--- config.mk ---
export PLATFORM = sky130hd
export DESIGN_NAME = cache_miss_op_sequencer
export DESIGN_NICKNAME = d
export VERILOG_FILES = /design/src/verilog/miss_seq_pkg.sv /design/src/verilog/cache_miss_op_sequencer.sv /design/src/verilog/op_cycle_lut.sv /design/src/verilog/sys_clk_phase.sv
export SDC_FILE = /design/constraint.sdc
export NUM_CORES = 1
export LEC_CHECK = 0
export CELL_PAD_IN_SITES_DETAIL_PLACEMENT = 1
export CELL_PAD_IN_SITES_GLOBAL_PLACEMENT = 1
export CORE_ASPECT_RATIO = 0.75
export CORE_MARGIN = 3
export CORE_UTILIZATION = 49
export DETAILED_ROUTE_END_ITERATION = 8
export DONT_BUFFER_PORTS = 1
export GPL_TIMING_DRIVEN = 0
export PLACE_DENSITY = 0.87
export SYNTH_ARGS = -nofsm -noshare
export SYNTH_HDL_FRONTEND = slang
export SYNTH_SLANG_ARGS = --single-unit
--- constraint.sdc ---
create_clock -name i_sys_clk -period 7.1 [get_ports i_sys_clk]
set_clock_uncertainty 0.05 [all_clocks]
set_input_delay 1.42 -clock i_sys_clk [delete_from_list [all_inputs] [get_ports i_sys_clk]]
set_output_delay 1.42 -clock i_sys_clk [all_outputs]
set_load 0.02 [all_outputs]
--- src/verilog/miss_seq_pkg.sv ---
`default_nettype none
package miss_seq_pkg;
    // clock ratio range, processor cycles per system cycle
    localparam int unsigned RATIO_MIN          = 2;
    localparam int unsigned RATIO_MAX          = 8;
    localparam int unsigned RATIO_W            = 4;
    localparam int unsigned LAT_W              = 6;
    localparam int unsigned CNT_W              = 10;
    localparam int unsigned OP_W               = 3;
    localparam int unsigned MIN_MEM_LATENCY    = 3;
    // miss equation pieces
    localparam logic [CNT_W-1:0] MISS_HEAD     = 10'h001;
    localparam logic [CNT_W-1:0] DMISS_TAIL    = 10'h002;
    localparam logic [CNT_W-1:0] IMISS_TAIL    = 10'h003;
    localparam logic [RATIO_W-1:0] DMISS_SC_HIT_MULT = 4'h3;
    localparam logic [RATIO_W-1:0] IMISS_SC_HIT_MULT = 4'h6;
    localparam logic [LAT_W-1:0] MISS_ADDR_MULT      = 6'h02;
    localparam logic [LAT_W-1:0] DMISS_RET_MULT      = 6'h01;
    localparam logic [CNT_W-1:0] DRAIN_CYCLES        = 10'h003;
    // write-back and external wait states stall one cycle each even when idle
    localparam logic [CNT_W-1:0] WAIT_CYCLES         = 10'h002;
    // data cache op codes
    localparam logic [OP_W-1:0] OP_IDX_WB_INV  = 3'h0;
    localparam logic [OP_W-1:0] OP_IDX_LD_TAG  = 3'h1;
    localparam logic [OP_W-1:0] OP_IDX_ST_TAG  = 3'h2;
    localparam logic [OP_W-1:0] OP_CREATE_DX   = 3'h3;
    localparam logic [OP_W-1:0] OP_HIT_INV     = 3'h4;
    localparam logic [OP_W-1:0] OP_HIT_WB_INV  = 3'h5;
    localparam logic [OP_W-1:0] OP_HIT_WB      = 3'h6;
    // data cache op cycle counts
    localparam logic [CNT_W-1:0] C7  = 10'h007;
    localparam logic [CNT_W-1:0] C8  = 10'h008;
    localparam logic [CNT_W-1:0] C9  = 10'h009;
    localparam logic [CNT_W-1:0] C10 = 10'h00A;
    localparam logic [CNT_W-1:0] C12 = 10'h00C;
    localparam logic [CNT_W-1:0] C13 = 10'h00D;
    localparam logic [CNT_W-1:0] C14 = 10'h00E;
    localparam logic [CNT_W-1:0] C15 = 10'h00F;
    localparam logic [CNT_W-1:0] CNT_ONE = 10'h001;
    localparam logic [CNT_W-1:0] CNT_ZERO = 10'h000;

    typedef enum logic [2:0] {
        ST_IDLE  = 3'b000,
        ST_WBRET = 3'b001,
        ST_EXT   = 3'b010,
        ST_DRAIN = 3'b011,
        ST_ALIGN = 3'b100,
        ST_COUNT = 3'b101
    } seq_state_type;

    typedef enum logic [1:0] {
        JOB_NONE = 2'b00,
        JOB_IMISS = 2'b01,
        JOB_DMISS = 2'b10,
        JOB_CACHEOP = 2'b11
    } job_type;
endpackage : miss_seq_pkg
`default_nettype wire

--- src/verilog/cache_miss_op_sequencer.sv ---
`timescale 1ns/1ps
`default_nettype none
// Notes on behaviour
// - clock ratio two to eight; all counts in processor cycles
// - wait zero to ratio minus one cycles for the system clock edge
// - retire a non-empty write-back buffer before a data miss
// - instruction miss beats a data miss raised in the same cycle
// - finish pending external requests before a data miss
// - returned data waits for empty store/response buffers and victim move
// - early first doubleword parks in response buffer one or two cycles
// - data miss stall: 1+align+3r+2 hit, 1+align+(2+lat+1)r+2 miss
// - instruction miss stall: 1+align+6r+3 hit, 1+align+(2+lat+ret)r+3 miss
// - instruction miss waits for write-back retire and external requests
// - cache ops wait for write-back retire and external requests
// - instruction miss before cache op; cache op never overlaps data miss
// - data cache op waits buffer drain, adding three cycles if non-empty
// - writeback ops may load write-back buffer; later users stall
// - op 0 10/12, op 1 7, op 2 8 cycles
// - op 3 10 hit, 13 clean miss, 15 dirty miss
// - op 4 7 miss, 9 hit
// - op 5 7 miss, 12 clean hit, 14 dirty hit
// - op 6 7 miss, 10 clean hit, 14 dirty hit
module cache_miss_op_sequencer (
    // clock and reset
    input  wire logic                               i_sys_clk,
    input  wire logic                               i_srst,
    // configuration
    input  wire logic [miss_seq_pkg::RATIO_W-1:0]   i_clock_ratio,
    input  wire logic [miss_seq_pkg::LAT_W-1:0]     i_memory_latency_cycles,
    input  wire logic [miss_seq_pkg::LAT_W-1:0]     i_block_return_cycles,
    // miss requests, held until accepted
    input  wire logic                               i_imiss_req,
    input  wire logic                               i_imiss_sc_hit,
    input  wire logic                               i_dmiss_req,
    input  wire logic                               i_dmiss_sc_hit,
    // cache op request, held until accepted
    input  wire logic                               i_op_req,
    input  wire logic [miss_seq_pkg::OP_W-1:0]      i_op_code,
    input  wire logic                               i_op_hit,
    input  wire logic                               i_op_dirty,
    // state of neighbouring buffers
    input  wire logic                               i_wb_buf_full,
    input  wire logic                               i_ext_req_pend,
    input  wire logic                               i_store_buf_full,
    input  wire logic                               i_resp_buf_full,
    input  wire logic                               i_victim_pend,
    input  wire logic                               i_dcache_busy,
    // acceptance and status
    output logic                                    o_imiss_ack,
    output logic                                    o_dmiss_ack,
    output logic                                    o_op_ack,
    output logic                                    o_wb_retire_req,
    output logic                                    o_fills_wb,
    output logic                                    o_resp_park,
    output logic                                    o_stall,
    output logic                                    o_done
);
    import miss_seq_pkg::*;

    // ===========================================================
    // state
    // ===========================================================
    typedef struct packed {
        seq_state_type       st;
        job_type             job;
        logic                sc_hit;
        logic [CNT_W-1:0]    cnt;
        logic [CNT_W-1:0]    park;
        logic                fill_wb;
        logic                done;
    } seq_type;

    seq_type s_q;
    seq_type s_d;

    logic                sys_edge;
    logic [RATIO_W-1:0]  phase;
    logic [CNT_W-1:0]    op_cycles;
    logic                op_fills;
    logic [CNT_W-1:0]    ratio_w;
    logic [CNT_W-1:0]    miss_cnt;
    logic [CNT_W-1:0]    lat_mult;
    logic                buf_busy;
    logic                dside;

    // ===========================================================
    // helpers
    // ===========================================================
    sys_clk_phase u_phase (
        .i_sys_clk     (i_sys_clk),
        .i_srst        (i_srst),
        .i_clock_ratio (i_clock_ratio),
        .o_sys_edge    (sys_edge),
        .o_phase       (phase)
    );

    op_cycle_lut u_lut (
        .i_op_code  (i_op_code),
        .i_op_hit   (i_op_hit),
        .i_op_dirty (i_op_dirty),
        .o_cycles   (op_cycles),
        .o_fills_wb (op_fills)
    );

    // ===========================================================
    // miss count after the alignment point
    // ===========================================================
    // head cycle and alignment are spent in ST_ALIGN; the two wait-state cycles are taken off the rest
    always_comb begin
        ratio_w  = CNT_W'(i_clock_ratio);
        lat_mult = CNT_W'(MISS_ADDR_MULT) + CNT_W'(i_memory_latency_cycles);
        miss_cnt = CNT_ZERO;
        unique case (s_q.job)
            JOB_DMISS: begin
                if (s_q.sc_hit) begin
                    miss_cnt = CNT_W'(ratio_w * CNT_W'(DMISS_SC_HIT_MULT)) + DMISS_TAIL - WAIT_CYCLES;
                end else begin
                    miss_cnt = CNT_W'(ratio_w * (lat_mult + CNT_W'(DMISS_RET_MULT)))
                             + DMISS_TAIL - WAIT_CYCLES;
                end
            end
            JOB_IMISS: begin
                if (s_q.sc_hit) begin
                    miss_cnt = CNT_W'(ratio_w * CNT_W'(IMISS_SC_HIT_MULT)) + IMISS_TAIL - WAIT_CYCLES;
                end else begin
                    miss_cnt = CNT_W'(ratio_w * (lat_mult + CNT_W'(i_block_return_cycles)))
                             + IMISS_TAIL - WAIT_CYCLES;
                end
            end
            default: miss_cnt = CNT_ZERO;
        endcase
    end

    assign buf_busy = i_store_buf_full || i_resp_buf_full;
    assign dside    = (s_q.job == JOB_DMISS) || (s_q.job == JOB_CACHEOP);

    // ===========================================================
    // sequencer
    // ===========================================================
    // one job at a time, so a cache op and a data miss can never overlap
    always_comb begin
        s_d      = s_q;
        s_d.done = 1'b0;
        o_imiss_ack = 1'b0;
        o_dmiss_ack = 1'b0;
        o_op_ack    = 1'b0;
        unique case (s_q.st)
            ST_IDLE: begin
                // instruction miss first, then data miss, then cache op
                if (i_imiss_req) begin
                    s_d.job     = JOB_IMISS;
                    s_d.sc_hit  = i_imiss_sc_hit;
                    s_d.st      = ST_WBRET;
                    o_imiss_ack = 1'b1;
                end else if (i_dmiss_req) begin
                    s_d.job     = JOB_DMISS;
                    s_d.sc_hit  = i_dmiss_sc_hit;
                    s_d.st      = ST_WBRET;
                    o_dmiss_ack = 1'b1;
                end else if (i_op_req) begin
                    s_d.job     = JOB_CACHEOP;
                    // buffer state at acceptance decides the drain penalty
                    s_d.cnt     = op_cycles - WAIT_CYCLES + (buf_busy ? DRAIN_CYCLES : CNT_ZERO);
                    s_d.fill_wb = op_fills;
                    s_d.st      = ST_WBRET;
                    o_op_ack    = 1'b1;
                end
            end
            ST_WBRET: begin
                // write-back buffer, including one loaded by an earlier op
                if (!i_wb_buf_full) begin
                    s_d.st = ST_EXT;
                end
            end
            ST_EXT: begin
                if (!i_ext_req_pend) begin
                    if (s_q.job == JOB_CACHEOP) begin
                        s_d.st  = buf_busy ? ST_DRAIN : ST_COUNT;
                    end else begin
                        s_d.st  = ST_ALIGN;
                    end
                end
            end
            ST_DRAIN: begin
                // cache op waits out store and response buffers
                if (!buf_busy) begin
                    s_d.st = ST_COUNT;
                end
            end
            ST_ALIGN: begin
                // head cycle plus wait for the next system clock edge
                if (sys_edge) begin
                    s_d.st   = ST_COUNT;
                    s_d.cnt  = miss_cnt;
                    s_d.park = CNT_ZERO;
                end
            end
            ST_COUNT: begin
                // returned data held while data side is not ready
                if (s_q.job == JOB_DMISS && (buf_busy || i_victim_pend)
                        && s_q.cnt <= DMISS_TAIL) begin
                    s_d.park = s_q.park + CNT_ONE;
                end else if (s_q.job == JOB_DMISS && i_dcache_busy
                        && s_q.cnt == DMISS_TAIL && s_q.park < DMISS_TAIL) begin
                    s_d.park = s_q.park + CNT_ONE;
                end else if (s_q.cnt <= CNT_ONE) begin
                    s_d.st   = ST_IDLE;
                    s_d.job  = JOB_NONE;
                    s_d.done = 1'b1;
                    s_d.cnt  = CNT_ZERO;
                end else begin
                    s_d.cnt = s_q.cnt - CNT_ONE;
                end
            end
            default: begin
                s_d.st  = ST_IDLE;
                s_d.job = JOB_NONE;
            end
        endcase
    end

    always_ff @(posedge i_sys_clk) begin
        if (i_srst) begin
            s_q <= '{st: ST_IDLE, job: JOB_NONE, sc_hit: 1'b0, cnt: CNT_ZERO,
                     park: CNT_ZERO, fill_wb: 1'b0, done: 1'b0};
        end else begin
            s_q <= s_d;
        end
    end

    // ===========================================================
    // outputs
    // ===========================================================
    // stall covers every busy state; release is the cycle after the last count
    assign o_stall         = (s_q.st != ST_IDLE);
    assign o_done          = s_q.done;
    assign o_wb_retire_req = (s_q.st == ST_WBRET) && i_wb_buf_full;
    assign o_fills_wb      = s_q.done ? 1'b0 : (s_q.job == JOB_CACHEOP && s_q.fill_wb);
    assign o_resp_park     = dside && (s_q.park != CNT_ZERO) && (s_q.st == ST_COUNT);
endmodule : cache_miss_op_sequencer
`default_nettype wire

--- src/verilog/op_cycle_lut.sv ---
`timescale 1ns/1ps
`default_nettype none
// fixed cycle counts of primary data cache maintenance ops
module op_cycle_lut (
    // op request
    input  wire logic [miss_seq_pkg::OP_W-1:0]   i_op_code,
    input  wire logic                            i_op_hit,
    input  wire logic                            i_op_dirty,
    // result
    output logic [miss_seq_pkg::CNT_W-1:0]       o_cycles,
    output logic                                 o_fills_wb
);
    import miss_seq_pkg::*;

    // dirty lines are the only ones that load the write-back buffer
    always_comb begin
        o_cycles   = C7;
        o_fills_wb = 1'b0;
        unique case (i_op_code)
            OP_IDX_WB_INV: begin
                o_cycles   = i_op_dirty ? C12 : C10;
                o_fills_wb = i_op_dirty;
            end
            OP_IDX_LD_TAG: o_cycles = C7;
            OP_IDX_ST_TAG: o_cycles = C8;
            OP_CREATE_DX: begin
                o_cycles   = i_op_hit ? C10 : (i_op_dirty ? C15 : C13);
                o_fills_wb = !i_op_hit && i_op_dirty;
            end
            OP_HIT_INV: o_cycles = i_op_hit ? C9 : C7;
            OP_HIT_WB_INV: begin
                o_cycles   = !i_op_hit ? C7 : (i_op_dirty ? C14 : C12);
                o_fills_wb = i_op_hit && i_op_dirty;
            end
            OP_HIT_WB: begin
                o_cycles   = !i_op_hit ? C7 : (i_op_dirty ? C14 : C10);
                o_fills_wb = i_op_hit && i_op_dirty;
            end
            default: begin
                o_cycles   = C7;
                o_fills_wb = 1'b0;
            end
        endcase
    end
endmodule : op_cycle_lut
`default_nettype wire

--- src/verilog/sys_clk_phase.sv ---
`timescale 1ns/1ps
`default_nettype none
// divides the processor clock into the system clock phase
module sys_clk_phase (
    // clock and reset
    input  wire logic                               i_sys_clk,
    input  wire logic                               i_srst,
    // ratio
    input  wire logic [miss_seq_pkg::RATIO_W-1:0]   i_clock_ratio,
    // phase
    output logic                                    o_sys_edge,
    output logic [miss_seq_pkg::RATIO_W-1:0]        o_phase
);
    import miss_seq_pkg::*;

    typedef struct packed {
        logic [RATIO_W-1:0] ph;
    } st_type;

    st_type s_q;
    st_type s_d;
    logic [RATIO_W-1:0] ratio_c;

    // clamp so an illegal ratio still gives a sane divider
    always_comb begin
        ratio_c = i_clock_ratio;
        if (i_clock_ratio < RATIO_W'(RATIO_MIN)) begin
            ratio_c = RATIO_W'(RATIO_MIN);
        end else if (i_clock_ratio > RATIO_W'(RATIO_MAX)) begin
            ratio_c = RATIO_W'(RATIO_MAX);
        end
        s_d = s_q;
        if (s_q.ph >= ratio_c - RATIO_W'(1)) begin
            s_d.ph = '0;
        end else begin
            s_d.ph = s_q.ph + RATIO_W'(1);
        end
    end

    always_ff @(posedge i_sys_clk) begin
        if (i_srst) begin
            s_q <= '0;
        end else begin
            s_q <= s_d;
        end
    end

    assign o_sys_edge = (s_q.ph == '0);
    assign o_phase    = s_q.ph;
endmodule : sys_clk_phase
`default_nettype wire
==> results of run 1 <==
-- power groups by stage --
stage / registers [W] / logic (W) / clock network [W]
after global routing: 0.000270 / 0.00111 / 0.000262
final: 0.000265 / 0.000991 / 0.000253
after CTS: 0.000262 / 0.000979 / 0.000254
after detailed placement: 0.000264 / 0.000961 / 0
after floorplan: 0.000249 / 0.000736 / 0
after global placement: 0.000261 / 0.000913 / 0
-- final cells by class --
| cell class | count | area share, % |
|---|---|---|
| clock inverters | 3 | 0.794 |
| plain buffers | 23 | 1.66 |
| flip-flops and latches | 32 | 12.0 |
| clock buffers | 5 | 2.33 |
| inverters | 71 | 4.97 |
| well taps | 132 | 3.08 |
| multi-input cells | 538 | 75.2 |
-- through the flow --
stage	util (%)	hold WS, ns	power, W	cells
after CTS	54.6	0.425	0.00150	804
after global placement	52.9	0.394	0.00117	796
after global routing	54.6	0.473	0.00164	804
final	54.6	0.433	0.00151	804
after floorplan	-	0.380	0.000985	664
after detailed placement	52.9	0.412	0.00123	796
-- logic make-up after synthesis --
| kind of cell | after synthesis | synth area share, % |
|---|---|---|
| other | 2 | 0.149 |
| muxes | 6 | 1.24 |
| adders and majority gates | 90 | 26.4 |
| and+or+nand+nor | 236 | 24.4 |
| AOI/OAI and AO/OA | 166 | 21.4 |
| xor gates and xnor gates | 38 | 6.62 |
| DFF | 32 | 12.7 |
| buffers and inverters | 94 | 7.07 |
-- how the worst min path moves through the flow --
stage | from | slack (ns) | cells past startpoint | end
after detailed placement | s_q[1] | 0.41 | 2 | s_q[1]
after global placement | u_phase.o_phase[0] | 0.39 | 1 | u_phase.o_phase[0]
after global routing | s_q[1] | 0.47 | 2 | s_q[1]
after floorplan | u_phase.o_phase[0] | 0.38 | 1 | u_phase.o_phase[0]
after CTS | s_q[1] | 0.42 | 2 | s_q[1]
final | s_q[1] | 0.43 | 2 | s_q[1]
-- sequential cells by signal, summed over array words and instances, names as in the netlist --
name	count
o_done	1
s_q	27
u_phase.o_phase	4
-- worst max-delay path, cell delays in order --
cell and delay (ns):
inv_1 0.09, ha_1 0.39, inv_1 0.08, ha_1 0.22
a211oi_1 0.35, nor2_1 0.13, o21a_1 0.18, nor2_1 0.11
xnor2_1 0.16, and2_1 0.22, fa_1 0.51, inv_1 0.06
fa_1 0.53, inv_1 0.04, ha_1 0.33, a21o_1 0.20
a21o_1 0.18, a22oi_1 0.12, and3_1 0.28, mux2_2 0.36
a2111oi_0 0.46, nor2_1 0.09
-- cell usage after synthesis, types with 6 or more instances --
cell and count:
o21a_1 7, or3_1 6, o21ai_1 7, and2_1 39, dfxtp_1 32, nor3_1 15
ha_1 63, a21oi_1 43, fa_1 27, xnor2_1 23, a211oi_1 7, nand3_1 19
o21ai_0 38, nor2_1 50, clkbuf_1 21, nand2_1 54, inv_1 71, a31oi_1 9
xor2_1 15, nand2b_1 10, nor2b_1 11, a21o_1 13
-- cell usage in the layout, fill, tap and decap left out, types with 19 or more instances in the layout --
cell type	count
clkbuf_1	21
fa_1	27
and2_1	39
inv_1	71
nand3_1	19
nor2_1	50
nand2_1	54
o21ai_0	38
xnor2_1	23
a21oi_1	43
dfxtp_1	32
ha_1	63
-- metal layers --
metal | vias to the layer above | part of all wire [%]
met3 | 18 | 6.3
li1 | 2306 | -
met4 | 0 | 1.1
met5 | - | 0
met2 | 152 | 45
met1 | 2473 | 47
==> impl_metrics.toml, run 1 <==
[timing]
worst_slew_pin_slew_ns = 1.19
fin_crit_ns = 6.40
rsz0062_at_grt = "false"
fmax_ghz = 0.156
finalCritPeriodShare_pct = 90.2
relSlewSlack_pct = 20.2
drv_slew = 0
worst_slack_ns = 0.696
setup_viol_count_final = 0
hold_viol = 0
setup_tns_ns = 0

[grt]
grt-busiest-layer = "met2"
grt-ovfl-total = 0
grt_pass1_vias = 5210
grt_pass1_wl_mm = 25.9
grtUsageMet1_pct = 39.8
met2_usage_pct = 44.4
grt_max_degree = 12
grt_util_met3_pct = 5.36
gr-usage-all-layers_pct = 28.0
antenna_found_initial = 0

[synthesis]
yosys_warnings = 0
ys_seq_elements = 32
synth_cell_types = 60
syn_nets = 788
synth_top_area_share_pct = 15.7
async_flop_share_pct = 0
synth_edf_count = 0
synth-main-ff-cell = "dfxtp_1"
synth_area_leaders = "ha_1 (16%), dfxtp_1 (13%), fa_1 (11%)"
syn_inst = 664
syn_area_um2 = 5030
syn_area_per_cell_um2 = 7.57
seq_area_frac_synth_pct = 12.7
synth_top_cell_by_area = "ha_1"

[clock_tree]
clk_pin_slew_worst_paths_ns = 0.06
cts.sinks = 32
cts_root_buf = "clkbuf_16"
clock_latency_ns = 0.29
numCtsBuffers = 5
ctsResizeCount = 0
holdBufCountCts = 0
cts_buffer_depth = 2
cts_tree = "yes"
cts_setup_buffers = 0
cts_htree_levels = 2

[pwr]
peakVddDrop_uv = 144
p_clk_share_pct = 16.8
seqPwrFrac_pct = 17.6
combPwrFrac_pct = 65.7
powerDensity_nw_per_um2 = 281
leakagePower_nw = 2.36
p_sw_w = 0.000752
internal-power_w = 0.000757
switching_share_pct = 49.9

[floorplanning]
dieWidth_um = 123
die_h_um = 93.7
initial_core_util_pct = 51.2
rows = 31
ios = 42
die_area_um2 = 11500
coreArea_um2 = 9810

[worst_setup_path]
worstPathRequired_ns = 7.22
reg2reg_slack_ns = 4.49
rr_worst_depth = 8
path_class = "input pin to flop"
crit_arrival_ns = 6.52
crit_fanout = 5
worstReg2RegStart = "s_q[12]"
r2r_end = "s_q[25]"
cp-end-kind = "flop"
crit_end = "s_q[21]"
cp-start-kind = "input pin"
startpoint = "i_memory_latency_cycles[1]"

[place]
dpl_cell_area_um2 = 5190
gp_congestion = 0.879
place_ws_ns = 0.461
hpwl_mm = 12.2
portBuffers = 0

[routing]
first_iter_violations = 332
ant_nets = 0
vias = 4949
routed_wl_mm = 15.2
drc = 0
viasPerCell = 6.16
wl_per_cell_um = 18.9
drt-pass1-iter-count = 4

[outcome]
outcome = "finished, final reports clean"

[finish]
register_area_um2 = 641
n_antenna_cell = 0
multi_input_area_um2 = 4030
final_area_um2 = 5360
nFillCells = 1262
drive_above_1_share_pct = 3.13
syn_to_final_growth_pct = 6.62
nets = 795

[flow_run]
cap_violations = 0

[min_path]
min_path_type = "flop to flop"
(Power assumes the default switching activity.)
==> inputs of run 2 (changes only) <==
Settings changed: CORE_UTILIZATION 49 to 53, PLACE_DENSITY 0.87 to 0.93.
Clock period 7.1 ns to 7.8 ns, I/O delays scaled along.
==> run 2 against run 1 <==
  * Clock-buffer cell count up 1
  * Sequential share of layout area is 0.053 points higher
  * Global-route usage is 3.7 points higher
  * Largest power group unchanged
  * Non-clock buffer count did not move
  * Critical path depth shrank 1
  * Register-to-register slack better by 0.69 ns
  * Final cell count fell by 0.50%
  * First-iteration DRC count up 20%
==> impl_metrics.toml, run 2 (synthesis results as in run 1) <==
[flow_run]
cap_violations = 0

[finish]
drive_above_1_share_pct = 3.13
regMostFlops = "s_q"
utilization_pct = 58.3
final_area_um2 = 5340
nets = 795
final_cell_mix = "inv_1 (71), ha_1 (63), nand2_1 (54)"
syn_to_final_growth_pct = 6.15
n_antenna_cell = 0
largest_reg_flops = 27
mostFrequentLayoutCell = "inv_1"
finalNonFillerCells = 800

[min_path]
hold-path-endpoint = "u_phase.o_phase[0]"
min_from = "u_phase.o_phase[0]"
min_path_type = "flop to flop"
whs_path_depth = 1

[floorplanning]
ios = 42
dieWidth_um = 118
rows = 30
initial_core_util_pct = 54.9
die_area_um2 = 10700
coreArea_um2 = 9160
die_h_um = 90.3

[pwr]
leakagePower_nw = 2.36
powerDensity_nw_per_um2 = 260
peakVddDrop_uv = 169

[timing]
whs_ns = 0.415
worst_slew_pin_slew_ns = 1.12
setup_tns_ns = 0
setup_viol_count_final = 0
finalCritPeriodShare_pct = 84.3
relSlewSlack_pct = 24.9
drv_slew = 0
fmax_ghz = 0.152
rsz0062_at_grt = "false"
hold_viol = 0
fin_crit_ns = 6.58

[routing]
ant_nets = 0
viasPerCell = 6.47
vias = 5173
first_iter_violations = 397
wl_per_cell_um = 21.2
routed_wl_mm = 17.0
drc = 0
drt-pass1-iter-count = 6

[grt]
antenna_found_initial = 0
grt_pass1_vias = 5436
grt_pass1_wl_mm = 27.8
grt_max_degree = 11
grt-ovfl-total = 0
gr-usage-all-layers_pct = 31.7

[worst_setup_path]
path_class = "input pin to flop"
worstReg2RegStart = "s_q[12]"
cp_cell_sequence = "inv_1 -> ha_1 -> inv_1 -> ha_1 -> a21o_1 -> a21oi_1 -> o21ai_0 -> xor2_1 -> and2_1 -> fa_1 -> inv_1 -> fa_1 -> inv_1 -> ha_1 -> a21o_1 -> a21o_1 -> a22oi_1 -> and3_1 -> mux2_2 -> a2111oi_0 -> nor2_1"
critical_path.top_delay_family = "adder cells"
crit_fanout = 5
r2r_end = "s_q[25]"
rr_worst_depth = 8
cp-start-kind = "input pin"
critPathBufInv = 4
critPathMostFrequentCell = "inv_1"
cp_slowest_cell = "fa_1"
cp-end-kind = "flop"
reg2reg_slack_ns = 5.18
crit_arrival_ns = 6.69
worstPathRequired_ns = 7.92
crit_path_max_incr_delay_ns = 0.53

[place]
place_inst = 792
dpl_cell_area_um2 = 5190
gp_congestion = 0.893
portBuffers = 0
hpwl_mm = 12.8

[clock_tree]
cts_root_buf = "clkbuf_16"
clock_latency_ns = 0.29
cts.sinks = 32
clk_pin_slew_worst_paths_ns = 0.06
cts_htree_levels = 2
numCtsBuffers = 5
ctsResizeCount = 0
holdBufCountCts = 0
cts_setup_buffers = 0
cts_buffer_depth = 2
cts_tree = "yes"

[outcome]
outcome = "finished, final reports clean"
==> run 2: worst max path at each step <==
stage,startpoint,cells after the start,slack [ns],endpoint
global placement,i_memory_latency_cycles[1],22,1.15,s_q[21]
detailed placement,i_memory_latency_cycles[1],21,0.99,s_q[21]
global route,i_memory_latency_cycles[1],22,1.00,s_q[21]
CTS,i_memory_latency_cycles[1],21,1.28,s_q[21]
floorplan,i_memory_latency_cycles[1],21,1.62,s_q[21]
finish,i_memory_latency_cycles[1],21,1.22,s_q[21]
==> run 2: final cells by class <==
class | count | area, µm²
multi-input cells | 538 | 4030
fillers | 1203 | 3820
flip-flops and latches | 32 | 641
inverters | 71 | 267
well taps | 128 | 160
clock buffers | 6 | 139
plain buffers | 23 | 88.8
clock inverters | 2 | 10.0
==> run 2: metrics by stage <==
step,setup WS [ns],total power [W]
6_report,1.22,0.00139
5_1_grt,1.00,0.00149
4_1_cts,1.28,0.00136
3_5_place_dp,0.988,0.00112
3_3_place_gp,1.15,0.00106
2_1_floorplan,1.62,0.000896
==> run 2: power breakdown <==
part,internal [W],switching [W]
logic,0.000346,0.000591
registers,0.000195,0.0000464
clock network,0.000126,0.0000801
==> run 2: worst reg2reg max path: stages (launching register included) <==
cell,delay (ns)
dfxtp_1,0.44
inv_1,0.14
ha_1,0.30
or2_2,0.33
a41o_1,0.21
o21ai_0,0.25
a21oi_1,0.26
and4b_1,0.26
a2111oi_0,0.26
==> run 2: per-layer routing <==
metal,share of wire (%),vias to the layer above,GRT usage [%]
met5,0,-,0
li1,-,2310,-
met2,47,270,52.3
met4,3.8,0,11.5
met3,7.5,69,6.64
met1,42,2524,41.2
==> inputs of run 3 (changes only) <==
Settings changed: CORE_UTILIZATION 53 to 49, PLACE_DENSITY 0.93 to 0.87.
Clock period 7.8 ns to 6.1 ns, I/O delays scaled along.
==> run 3 against run 2 <==
  * Clock power increased by 43%
  * Clock-buffer cell count shrank 1
  * Non-clock buffer count stayed put
  * Register-to-register slack got worse by 1.7 ns
  * Critical path depth did not move
  * Sequential cell count stayed put
  * Setup slack lost 0.97 ns
  * Core utilization decreased by 2.9 points
  * Design area is 1.9% higher
  * Final cell count grew 0.50%
  * Die area rose by 7.7%
  * Via count shrank 3.8%
  * Critical path type unchanged
  * Critical endpoint unchanged
==> impl_metrics.toml, run 3 (synthesis results as in run 1) <==
[place]
hpwl_mm = 12.2
dpl_cell_area_um2 = 5190
portBuffers = 0
gp_congestion = 0.879

[floorplanning]
dieWidth_um = 123
rows = 31
die_h_um = 93.7
ios = 42
die_area_um2 = 11500
initial_core_util_pct = 51.2
coreArea_um2 = 9810

[worst_setup_path]
crit_arrival_ns = 5.97
crit_path_max_incr_delay_ns = 0.53
cp_slowest_cell = "fa_1"
cp-end-kind = "flop"
worstPathRequired_ns = 6.22
crit_fanout = 5
cp-start-kind = "input pin"
cp_cell_sequence = "inv_1 -> ha_4 -> inv_1 -> ha_1 -> a21o_1 -> a21oi_2 -> o21ai_0 -> xor2_1 -> and2_1 -> fa_1 -> inv_1 -> fa_1 -> inv_1 -> ha_1 -> a21o_1 -> a21o_1 -> a22oi_1 -> and3_4 -> mux2_2 -> a2111oi_4 -> nor2_1"
path_class = "input pin to flop"
critPathMostFrequentCell = "inv_1"

[grt]
grt-ovfl-total = 0
grt_max_degree = 12
antenna_found_initial = 0
gr-usage-all-layers_pct = 28.0
grt_pass1_vias = 5226
grt_pass1_wl_mm = 25.9

[routing]
wl_per_cell_um = 19.3
drc = 0
drt-pass1-iter-count = 5
viasPerCell = 6.19
vias = 4975
routed_wl_mm = 15.5
ant_nets = 0
first_iter_violations = 307

[timing]
fmax_ghz = 0.171
finalCritPeriodShare_pct = 95.8
hold_viol = 0
fin_crit_ns = 5.85
relSlewSlack_pct = 21.9
setup_tns_ns = 0
worst_slew_pin_slew_ns = 1.16
whs_ns = 0.433
setup_viol_count_final = 0
rsz0062_at_grt = "false"
drv_slew = 0

[finish]
regMostFlops = "s_q"
drive_above_1_share_pct = 4.76
utilization_pct = 55.4
largest_reg_flops = 27
mostFrequentLayoutCell = "inv_1"
nets = 795
n_antenna_cell = 0
final_area_um2 = 5440
final_cell_mix = "inv_1 (71), ha_1 (61), nand2_1 (54)"
syn_to_final_growth_pct = 8.14

[clock_tree]
clock_latency_ns = 0.29
cts_root_buf = "clkbuf_16"
holdBufCountCts = 0
cts_buffer_depth = 2
numCtsBuffers = 5
clk_pin_slew_worst_paths_ns = 0.06
cts_htree_levels = 2
cts.sinks = 32
cts_tree = "yes"

[pwr]
switching_share_pct = 49.9
leakagePower_nw = 2.38
peakVddDrop_uv = 165
p_clk_share_pct = 16.6
p_total_w = 0.00178
combPwrFrac_pct = 66.1
seqPwrFrac_pct = 17.3
powerDensity_nw_per_um2 = 327
internal-power_w = 0.000891
p_sw_w = 0.000888

[flow_run]
cap_violations = 0

[outcome]
outcome = "finished, final reports clean"

[min_path]
min_path_type = "flop to flop"
## run 3: cell types whose count changed in the layout (fill, tap and decap cells not counted), sizes merged
| cell | delta |
|---|---|
| bufinv | +1 |
| clkinv | -1 |
| clkbuf | -1 |
| clkinvlp | +1 |
## run 3: through the flow
stage | instances | setup slack [ns]
finish | 804 | 0.255
global route | 804 | 0.0570
CTS | 804 | 0.0138
detailed placement | 796 | -0.339
global placement | 796 | -0.237
floorplan | 664 | 0.258
## run 3: final timing paths
kind	start	to	slack, ns	depth (start not counted)
max	i_memory_latency_cycles[1]	s_q[21]	0.25	21
min reg2reg	s_q[1]	s_q[1]	0.43	2
min	s_q[1]	s_q[1]	0.43	2
max reg2reg	s_q[12]	s_q[25]	3.53	8
## run 3: layout make-up
type / count / area, µm²
buffer: 23 / 88.8
multi-input combinational: 538 / 4110
inverter: 71 / 267
sequential: 32 / 641
tap: 132 / 165
clock inverter: 3 / 42.5
fill: 1254 / 4380
clock buffer: 5 / 125
## run 3: critical path, delay by kind of cell
kind / cells / cell delay [ns]
compound gates: 7 / 1.36
xor+xnor: 1 / 0.21
fa+ha+maj: 5 / 2.01
buf+inv: 4 / 0.27
mux: 1 / 0.37
simple gates: 3 / 0.52
## run 3: power by group through the flow
| stage | logic (W) | registers, W | clock network (W) |
|---|---|---|---|
| floorplan | 0.000856 | 0.000290 | 0 |
| global placement | 0.00106 | 0.000303 | 0 |
| detailed placement | 0.00112 | 0.000308 | 0 |
| CTS | 0.00114 | 0.000305 | 0.000296 |
| global route | 0.00131 | 0.000314 | 0.000305 |
| finish | 0.00118 | 0.000308 | 0.000295 |
## run 3: metal layers
layer  GRT usage, %  wire length (µm)
met5              0                 0
met4           5.59               191
met3           5.78              1060
met2           44.6              7100
met1           39.4              7160
## run 3: timing repair
| action | CTS | global route |
|---|---|---|
| setup buffers | 0 | 0 |
| setup endpoints to repair | 1 | 1 |
| gates resized for setup | 3 | 12 |
| pin swaps | 0 | 2 |
